`src/adc_seq_pkg.sv`:
```
// constants, register map and timing figures of the converter sequencer
// assumes one clock domain; converter cycles come from the prescaler tick
// Functional notes
// - sampling lasts two plus delay plus length
// - free-running restarts directly while start bit set
// - free-running period thirteen plus delay plus length
// - selects written into freely accessible shadows
// - selects freeze during conversion, copy at finish
// - conversion begins on next converter clock edge
// - mid-run channel change affects the following result
// - input above reference gives code 3ff
// - reference is supply, external pin or internal
// - result equals input times 1023 over reference
// - temperature channel select switches sensor on
// - plain conversion thirteen cycles, sample after two
// - start bit reads one, single mode clears it
// - ready flag set at finish, cleared by read/write-one
// - prescaler held in reset while idle
`default_nettype none
package adc_seq_pkg;
    // register offsets
    localparam logic [4:0] CONTROL_OFFSET   = 5'h00;
    localparam logic [4:0] REFERENCE_OFFSET = 5'h02;
    localparam logic [4:0] DELAY_OFFSET     = 5'h03;
    localparam logic [4:0] LENGTH_OFFSET    = 5'h05;
    localparam logic [4:0] CHANNEL_OFFSET   = 5'h06;
    localparam logic [4:0] COMMAND_OFFSET   = 5'h08;
    localparam logic [4:0] FLAGS_OFFSET     = 5'h0b;
    localparam logic [4:0] RESULT_LO_OFFSET = 5'h10;
    localparam logic [4:0] RESULT_HI_OFFSET = 5'h11;
    // field positions
    localparam int ENABLE_BIT        = 0;
    localparam int FREERUN_BIT       = 1;
    localparam int START_BIT         = 0;
    localparam int READY_BIT         = 0;
    localparam int CAPACITOR_BIT     = 6;
    localparam int REFERENCE_LSB     = 4;
    localparam int INITIAL_DELAY_LSB = 5;
    // reference select codes
    localparam logic [1:0] REF_INTERNAL = 2'h0;
    localparam logic [1:0] REF_SUPPLY   = 2'h1;
    localparam logic [1:0] REF_EXTERNAL = 2'h2;
    // reset values
    localparam logic [1:0] REFERENCE_RESET = REF_INTERNAL;
    localparam logic [4:0] CHANNEL_RESET   = 5'h00;
    localparam logic [9:0] RESULT_RESET    = 10'h000;
    // channel code of the on-chip temperature sensor
    localparam logic [4:0] TEMP_CHANNEL = 5'h1e;
    // timing in converter cycles, then the first SAR trial code
    localparam logic [7:0] FIXED_SAMPLE_CYCLES = 8'h02;
    localparam logic [7:0] BIT_CYCLES          = 8'h0a;
    localparam logic [7:0] CONVERSION_CYCLES   = 8'h0d;
    localparam logic [7:0] INIT_DELAY_UNIT     = 8'h10;
    localparam logic [9:0] SAR_FIRST_TRIAL     = 10'h200;

    function automatic logic [7:0] window_len(input logic [3:0] dly, input logic [4:0] len);
        window_len = FIXED_SAMPLE_CYCLES + {4'h0, dly} + {3'h0, len};
    endfunction : window_len
endpackage : adc_seq_pkg
`default_nettype wire
```
`src/adc_conversion_sequencer.sv`:
```
// converter sequencer: registers, sampling window, conversion timing
// assumes a synchronous register master and a comparator settled per tick
`default_nettype none
module adc_conversion_sequencer (
    // clock and reset
    input  wire logic       clock,
    input  wire logic       rst,
    // register port
    input  wire logic [4:0] regAddr,
    input  wire logic [7:0] regWriteData,
    input  wire logic       regWrite,
    input  wire logic       regRead,
    output logic [7:0]      regReadData,
    // analogue side
    input  wire logic       compAbove,
    output logic [9:0]      trialCode,
    output logic            sampleEnable,
    output logic [4:0]      channelSelect,
    output logic [1:0]      referenceSelect,
    output logic            tempSensorOn,
    output logic            samplingCapacitorSelect,
    output logic            analogEnable
);
    typedef enum logic [2:0] {IDLE, INIT_WAIT, SAMPLE, CONVERT, FINISH} phase_t;

    typedef struct packed {
        phase_t     phase;
        logic [7:0] count;
        logic       enable;
        logic       freeRun;
        logic       capSelect;
        logic [2:0] presc;
        logic [2:0] initialDelay;
        logic [3:0] sampleDelayCount;
        logic [4:0] sampleLengthCount;
        logic [1:0] refShadow;
        logic [4:0] chanShadow;
        logic [1:0] refActive;
        logic [4:0] chanActive;
        logic       tempOn;
        logic       startBit;
        logic       firstRun;
        logic       resultReady;
        logic [9:0] result;
        logic       sampleOn;
        logic       done;
        logic [7:0] readData;
    } seq_state_t;

    seq_state_t s_reg;
    seq_state_t s_next;
    logic       tick;
    logic       sarLoad;
    logic       sarStep;
    logic       finishNow;
    logic [7:0] windowLen;

    adc_prescaler prescaler (
        .clock (clock),
        .rst   (rst),
        .run   (s_reg.startBit && s_reg.enable),
        .presc (s_reg.presc),
        .tick  (tick)
    );

    adc_sar_register sar (
        .clock     (clock),
        .rst       (rst),
        .load      (sarLoad),
        .step      (sarStep),
        .compAbove (compAbove),
        .trialCode (trialCode)
    );

    always_comb begin
        s_next = s_reg;
        s_next.done = 1'b0;
        s_next.readData = 8'h00;
        sarLoad = 1'b0;
        sarStep = 1'b0;
        windowLen = adc_seq_pkg::window_len(s_reg.sampleDelayCount, s_reg.sampleLengthCount);
        finishNow = (s_reg.phase == FINISH) && tick;

        // software writes; selects go to shadows only
        if (regWrite) begin
            case (regAddr)
                adc_seq_pkg::CONTROL_OFFSET: begin
                    s_next.enable = regWriteData[adc_seq_pkg::ENABLE_BIT];
                    s_next.freeRun = regWriteData[adc_seq_pkg::FREERUN_BIT];
                end
                adc_seq_pkg::REFERENCE_OFFSET: begin
                    s_next.capSelect = regWriteData[adc_seq_pkg::CAPACITOR_BIT];
                    s_next.refShadow = regWriteData[adc_seq_pkg::REFERENCE_LSB +: 2];
                    s_next.presc = regWriteData[2:0];
                end
                adc_seq_pkg::DELAY_OFFSET: begin
                    s_next.initialDelay = regWriteData[adc_seq_pkg::INITIAL_DELAY_LSB +: 3];
                    s_next.sampleDelayCount = regWriteData[3:0];
                end
                adc_seq_pkg::LENGTH_OFFSET: begin
                    s_next.sampleLengthCount = regWriteData[4:0];
                end
                adc_seq_pkg::CHANNEL_OFFSET: begin
                    s_next.chanShadow = regWriteData[4:0];
                end
                adc_seq_pkg::COMMAND_OFFSET: begin
                    if (regWriteData[adc_seq_pkg::START_BIT] && s_reg.enable) begin
                        s_next.startBit = 1'b1;
                    end
                end
                adc_seq_pkg::FLAGS_OFFSET: begin
                    if (regWriteData[adc_seq_pkg::READY_BIT]) begin
                        s_next.resultReady = 1'b0;
                    end
                end
                default: begin
                end
            endcase
        end

        // reads answer one cycle later; unmapped addresses read zero
        if (regRead) begin
            case (regAddr)
                adc_seq_pkg::CONTROL_OFFSET: s_next.readData = {6'h00, s_reg.freeRun, s_reg.enable};
                adc_seq_pkg::REFERENCE_OFFSET: s_next.readData = {1'b0, s_reg.capSelect,
                    s_reg.refShadow, 1'b0, s_reg.presc};
                adc_seq_pkg::DELAY_OFFSET: s_next.readData = {s_reg.initialDelay, 1'b0,
                    s_reg.sampleDelayCount};
                adc_seq_pkg::LENGTH_OFFSET: s_next.readData = {3'h0, s_reg.sampleLengthCount};
                adc_seq_pkg::CHANNEL_OFFSET: s_next.readData = {3'h0, s_reg.chanShadow};
                adc_seq_pkg::COMMAND_OFFSET: s_next.readData = {7'h00, s_reg.startBit};
                adc_seq_pkg::FLAGS_OFFSET: s_next.readData = {7'h00, s_reg.resultReady};
                adc_seq_pkg::RESULT_LO_OFFSET: begin
                    s_next.readData = s_reg.result[7:0];
                    s_next.resultReady = 1'b0;
                end
                adc_seq_pkg::RESULT_HI_OFFSET: begin
                    s_next.readData = {6'h00, s_reg.result[9:8]};
                    s_next.resultReady = 1'b0;
                end
                default: s_next.readData = 8'h00;
            endcase
        end

        case (s_reg.phase)
            IDLE: begin
                if (s_reg.startBit && tick) begin
                    // this tick is the first converter edge after the start write
                    s_next.firstRun = 1'b0;
                    if (s_reg.firstRun && s_reg.initialDelay != 3'h0) begin
                        s_next.phase = INIT_WAIT;
                        s_next.count = 8'(s_reg.initialDelay) * adc_seq_pkg::INIT_DELAY_UNIT - 8'h01;
                    end else begin
                        s_next.phase = SAMPLE;
                        s_next.count = windowLen - 8'h01;
                        s_next.sampleOn = 1'b1;
                    end
                end
            end
            INIT_WAIT: begin
                if (tick) begin
                    if (s_reg.count == 8'h00) begin
                        s_next.phase = SAMPLE;
                        s_next.count = windowLen - 8'h01;
                        s_next.sampleOn = 1'b1;
                    end else begin
                        s_next.count = s_reg.count - 8'h01;
                    end
                end
            end
            SAMPLE: begin
                if (tick) begin
                    if (s_reg.count == 8'h00) begin
                        // hold the input, then ten bit decisions
                        s_next.phase = CONVERT;
                        s_next.count = adc_seq_pkg::BIT_CYCLES - 8'h01;
                        s_next.sampleOn = 1'b0;
                        sarLoad = 1'b1;
                    end else begin
                        s_next.count = s_reg.count - 8'h01;
                    end
                end
            end
            CONVERT: begin
                if (tick) begin
                    sarStep = 1'b1;
                    if (s_reg.count == 8'h00) begin
                        s_next.phase = FINISH;
                    end else begin
                        s_next.count = s_reg.count - 8'h01;
                    end
                end
            end
            FINISH: begin
                if (tick) begin
                    // flag and data land on one edge, set beats any clear
                    s_next.result = trialCode;
                    s_next.resultReady = 1'b1;
                    s_next.done = 1'b1;
                    if (s_reg.freeRun && s_reg.startBit) begin
                        s_next.phase = SAMPLE;
                        s_next.count = windowLen - 8'h01;
                        s_next.sampleOn = 1'b1;
                    end else begin
                        s_next.phase = IDLE;
                        s_next.startBit = 1'b0;
                    end
                end
            end
            default: s_next.phase = IDLE;
        endcase

        // selects follow shadows except while a conversion holds them
        if (s_reg.phase == IDLE || s_reg.phase == INIT_WAIT || s_reg.phase == FINISH) begin
            s_next.chanActive = s_reg.chanShadow;
            s_next.refActive = s_reg.refShadow;
        end
        s_next.tempOn = (s_next.chanActive == adc_seq_pkg::TEMP_CHANNEL);

        // disabled: sequencer idle, a pending start is dropped
        if (!s_reg.enable) begin
            s_next.phase = IDLE;
            s_next.count = 8'h00;
            s_next.startBit = 1'b0;
            s_next.sampleOn = 1'b0;
            s_next.firstRun = 1'b1;
        end
    end

    always_ff @(posedge clock or posedge rst) begin
        if (rst) begin
            s_reg <= '0;
            s_reg.phase <= IDLE;
            s_reg.firstRun <= 1'b1;
            s_reg.refShadow <= adc_seq_pkg::REFERENCE_RESET;
            s_reg.refActive <= adc_seq_pkg::REFERENCE_RESET;
            s_reg.chanShadow <= adc_seq_pkg::CHANNEL_RESET;
            s_reg.chanActive <= adc_seq_pkg::CHANNEL_RESET;
            s_reg.result <= adc_seq_pkg::RESULT_RESET;
        end else begin
            s_reg <= s_next;
        end
    end

    assign regReadData = s_reg.readData;
    assign sampleEnable = s_reg.sampleOn;
    assign channelSelect = s_reg.chanActive;
    assign referenceSelect = s_reg.refActive;
    assign tempSensorOn = s_reg.tempOn;
    assign samplingCapacitorSelect = s_reg.capSelect;
    assign analogEnable = s_reg.enable;

    // helper: converter cycles since sampling of the current conversion began
    logic [7:0] tickCount;
    always_ff @(posedge clock or posedge rst) begin
        if (rst) begin
            tickCount <= 8'h00;
        end else if (finishNow || s_reg.phase == IDLE) begin
            tickCount <= 8'h00;
        end else if (tick && s_reg.phase != INIT_WAIT) begin
            tickCount <= tickCount + 8'h01;
        end
    end
endmodule : adc_conversion_sequencer
`default_nettype wire

```
`src/adc_prescaler.sv`:
```
// converter clock prescaler: one-cycle tick every 2 << presc clocks
// assumes run drops whenever no conversion is pending
`default_nettype none
module adc_prescaler (
    // clock and reset
    input  wire logic       clock,
    input  wire logic       rst,
    // control
    input  wire logic       run,
    input  wire logic [2:0] presc,
    // converter clock edge
    output logic            tick
);
    typedef struct packed {
        logic [7:0] count;
        logic       tick;
    } presc_state_t;

    presc_state_t s_reg;
    presc_state_t s_next;
    logic [7:0]   lastCount;

    always_comb begin
        s_next = s_reg;
        lastCount = 8'((9'h002 << presc) - 9'h001);
        if (!run) begin
            // held in reset keeps the start delay fixed
            s_next.count = 8'h00;
            s_next.tick = 1'b0;
        end else begin
            s_next.count = (s_reg.count == lastCount) ? 8'h00 : s_reg.count + 8'h01;
            s_next.tick = (s_reg.count == lastCount - 8'h01)
                || (lastCount == 8'h01 && s_reg.count == 8'h00);
        end
    end

    always_ff @(posedge clock or posedge rst) begin
        if (rst) begin
            s_reg <= '0;
        end else begin
            s_reg <= s_next;
        end
    end

    assign tick = s_reg.tick;
endmodule : adc_prescaler
`default_nettype wire

```
`src/adc_sar_register.sv`:
```
// successive approximation register, one bit decided per step
// assumes compAbove is settled for the trial code when step comes
`default_nettype none
module adc_sar_register (
    // clock and reset
    input  wire logic       clock,
    input  wire logic       rst,
    // control
    input  wire logic       load,
    input  wire logic       step,
    input  wire logic       compAbove,
    // trial code towards the analogue side
    output logic [9:0]      trialCode
);
    typedef struct packed {
        logic [9:0] code;
        logic [9:0] mask;
    } sar_state_t;

    sar_state_t s_reg;
    sar_state_t s_next;

    always_comb begin
        s_next = s_reg;
        if (load) begin
            s_next.code = adc_seq_pkg::SAR_FIRST_TRIAL;
            s_next.mask = adc_seq_pkg::SAR_FIRST_TRIAL;
        end else if (step && s_reg.mask != 10'h000) begin
            // no carry out: an input above reference settles at all ones
            s_next.code = (compAbove ? s_reg.code : (s_reg.code & ~s_reg.mask))
                | (s_reg.mask >> 1);
            s_next.mask = s_reg.mask >> 1;
        end
    end

    always_ff @(posedge clock or posedge rst) begin
        if (rst) begin
            s_reg <= '0;
        end else begin
            s_reg <= s_next;
        end
    end

    assign trialCode = s_reg.code;
endmodule : adc_sar_register
`default_nettype wire

```
`config.mk`:
```
export PLATFORM = sky130hd
export DESIGN_NAME = adc_conversion_sequencer
export DESIGN_NICKNAME = d
export VERILOG_FILES = /design/src/adc_seq_pkg.sv /design/src/adc_conversion_sequencer.sv /design/src/adc_prescaler.sv /design/src/adc_sar_register.sv
export SDC_FILE = /design/constraint.sdc
export NUM_CORES = 1
export LEC_CHECK = 0
export BUFFER_PORTS_ARGS = -buffer_cell sky130_fd_sc_hd__buf_4
export CAP_MARGIN = 20
export CORE_ASPECT_RATIO = 0.6
export CORE_MARGIN = 5
export CORE_UTILIZATION = 27
export DETAILED_ROUTE_END_ITERATION = 10
export GPL_TIMING_DRIVEN = 1
export PLACE_DENSITY = 0.52
export SLEW_MARGIN = 0
export SYNTH_ARGS = -nofsm -noshare
export SYNTH_HDL_FRONTEND = slang
export SYNTH_SLANG_ARGS = --single-unit
export TNS_END_PERCENT = 10
```
`constraint.sdc`:
```
create_clock -name clock -period 6.72 [get_ports clock]
set_input_delay 1.008 -clock clock [delete_from_list [all_inputs] [get_ports clock]]
set_output_delay 1.008 -clock clock [all_outputs]
set_load 0.02 [all_outputs]
```
==> flow_summary.json <==
{
  "hold_buffers": 0,
  "whs_ns": 0.4723,
  "cp.arrival_ns": 3.08,
  "port_buffers": 46,
  "power_density_nw_per_um2": 284.2,
  "core_area_um2": 19180,
  "syn_area_um2": 5316,
  "grt.overflow.total": 0,
  "instances_no_fill": 838,
  "place_inst": 821,
  "wl_mm": 13.54,
  "yosysWarnings": 0,
  "period_share_pct": 42.66,
  "die_h_um": 118.7,
  "antenna_found_initial": 0,
  "routed_via_density": 4.990,
  "gp_congestion": 0.8461,
  "tightestPinTransition_ns": 0.9305,
  "setup_violations": 0,
  "clkSlewWorstSetupHoldPaths_ns": 0.08,
  "die-area_um2": 22690,
  "cts_buffer_depth": 2,
  "rsz0062_at_grt": "no",
  "area_growth_pct": 13.53,
  "first_pass_iters": 5,
  "async_flop_share_pct": 100.0,
  "p_leak_uw": 0.002674,
  "cts_root_buf": "clkbuf_16",
  "rows": 39,
  "finalSetupTns_ns": 0,
  "route.met3.wl_um": 789,
  "first_global_vias": 3951,
  "drc_errors": 0,
  "cts.htree.levels": 3,
  "worstSkewPairLatency_ns": 0.35,
  "synthTopCellsByArea": "dfrtp_1, mux2_2, nand2_1, buf_4, a21oi_1",
  "synth-main-ff-cell": "dfrtp_1",
  "yosysTopAreaCell": "dfrtp_1",
  "syn_inst": 558,
  "grt_max_degree": 82,
  "cts_tree": "yes",
  "ios": 47,
  "path_max_fanout": 9,
  "status": "completed",
  "path_class": "reg2reg",
  "synth_enable_flop_cells": 0,
  "cp.required_ns": 6.93,
  "dr.max_layer_used": "met4",
  "initial_utilization_pct": 27.72,
  "grt_pass1_wl_mm": 21.76,
  "synth_top_cell_area_share_pct": 44.25,
  "ant_nets": 0,
  "wl_per_cell_um": 16.15,
  "final_nets": 598,
  "dp.final_hpwl_mm": 10.09,
  "ys_seq_area_share_pct": 44.74,
  "syn_avg_cell_area_um2": 9.528,
  "min_path_type": "reg2reg",
  "drtIter0Drc": 416,
  "drive_gt1_share_pct": 20.28,
  "end_kind": "flop",
  "largest_reg_flops": 47,
  "slew_headroom_pct": 37.49,
  "final_cell_area_um2": 6036,
  "antennaDiodeCount": 0,
  "postCtsSetupRepairBufs": 0,
  "ys_seq_elements": 95,
  "met1_length_mm": 7.261,
  "period_needed_ns": 2.867,
  "ctsResizeCount": 0,
  "grt_util_all_layers_pct": 11.92,
  "wl_met2_mm": 5.441,
  "cts.sinks": 95,
  "ys_types": 69,
  "fmax_ghz": 0.3488,
  "cp-start-kind": "flop",
  "nFillCells": 1987,
  "placed_cell_area_um2": 5709,
  "fin_skew_ns": 0.008381,
  "cts_buffers": 9,
  "cap_violations": 0,
  "die-width_um": 191.2,
  "irDropWorstVdd_uv": 127.5,
  "utilization_pct": 31.47,
  "finalHoldViolCount": 0,
  "vias": 4182,
  "syn_nets": 589,
  "slew_violations": 0
}
worst max-delay path: stages (launching register included):
cell,delay [ns]
dfrtp_1,0.53
nor2_1,0.23
nand2_1,0.16
ha_1,0.35
xor2_1,0.17
o2bb2a_1,0.32
xnor2_1,0.35
mux2_2,0.38
a21oi_1,0.13
o21ai_0,0.11
cells by family after synthesis:
kind of cell             after synthesis  share of synthesized area, %
multiplexers                          36                         7.578
flip-flops                            95                         44.74
XOR/XNOR                              21                         3.460
buffers and inverters                 72                         7.107
AO/OA/AOI/OAI                        124                         15.84
adder cells (fa/ha/maj)               13                         3.201
AND/OR/NAND/NOR                      197                         18.08
metrics by stage:
stage	worst slack, ns	total power [uW]
final	3.853	1715
after global routing	3.550	1813
after CTS	3.847	1732
after detailed placement	3.879	1202
after global placement	3.865	1197
after floorplan	3.237	1083
layer usage:
layer	global-route usage [%]	up-vias
met3	2.976	6
met1	19.67	2050
li1	-	1986
met4	2.018	0
met2	15.41	140
met5	0	-
where the power goes:
group          leakage, uW  internal, uW  switching [uW]  total [uW]
Combinational      0.00128           211             274         485
Sequential         0.00125           625            87.1         712
Clock             0.000149           272             246         518
Total              0.00267          1110             607        1720
area by class of cell:
type	count	area, um2	area share (%)
clock buffers	10	239.0	3.959
clock inverters	6	60.06	0.9950
inverters	22	85.08	1.410
multi-input cells	391	2560	42.41
flip-flops and latches	95	2379	39.41
well taps	266	332.8	5.514
repair buffers	48	380.4	6.302
layout by cell type, fill, tap and decap left out, drive strengths merged, types with 9 or more instances in the layout:
cell / count
a21oi: 33
a22oi: 10
buf: 48
clkbuf: 10
dfrtp: 94
ha: 12
inv: 25
mux2: 34
nand2: 95
nand3: 15
nor2: 32
nor3: 12
o21ai: 25
xnor2: 12
xor2: 9
path summary, 6_finish.rpt:
path,startpoint,endpoint,slack [ns],cells past startpoint
max in group asynchronous,rst,s_reg[21],5.24,4
setup / recovery,s_reg[52],prescaler.tick,3.85,9
setup reg to reg,s_reg[52],prescaler.tick,3.85,9
hold / removal,s_reg[21],s_reg[21],0.47,2
min in group asynchronous,rst,sar.s_reg[3],0.58,2
hold reg to reg,s_reg[21],s_reg[21],0.47,2
cell usage after synthesis, types with 3 or more instances:
cell type	count
a221oi_1	3
inv_1	20
o211ai_1	4
nor4_1	7
buf_2	11
a22o_1	5
nor2b_1	4
nand2b_1	6
nand2_1	94
and3_1	5
a21oi_1	32
a31oi_1	7
a21o_1	6
a222oi_1	3
clkbuf_1	12
nand3_1	14
nor2_1	30
o21ai_0	24
o22ai_1	3
a22oi_1	10
buf_4	25
ha_1	12
nor3_1	11
xor2_1	9
dfrtp_1	94
mux2_2	34
o31ai_1	5
nand4b_1	3
xnor2_1	12
nor3b_1	4
a32oi_1	3
(Power assumes the default switching activity.)
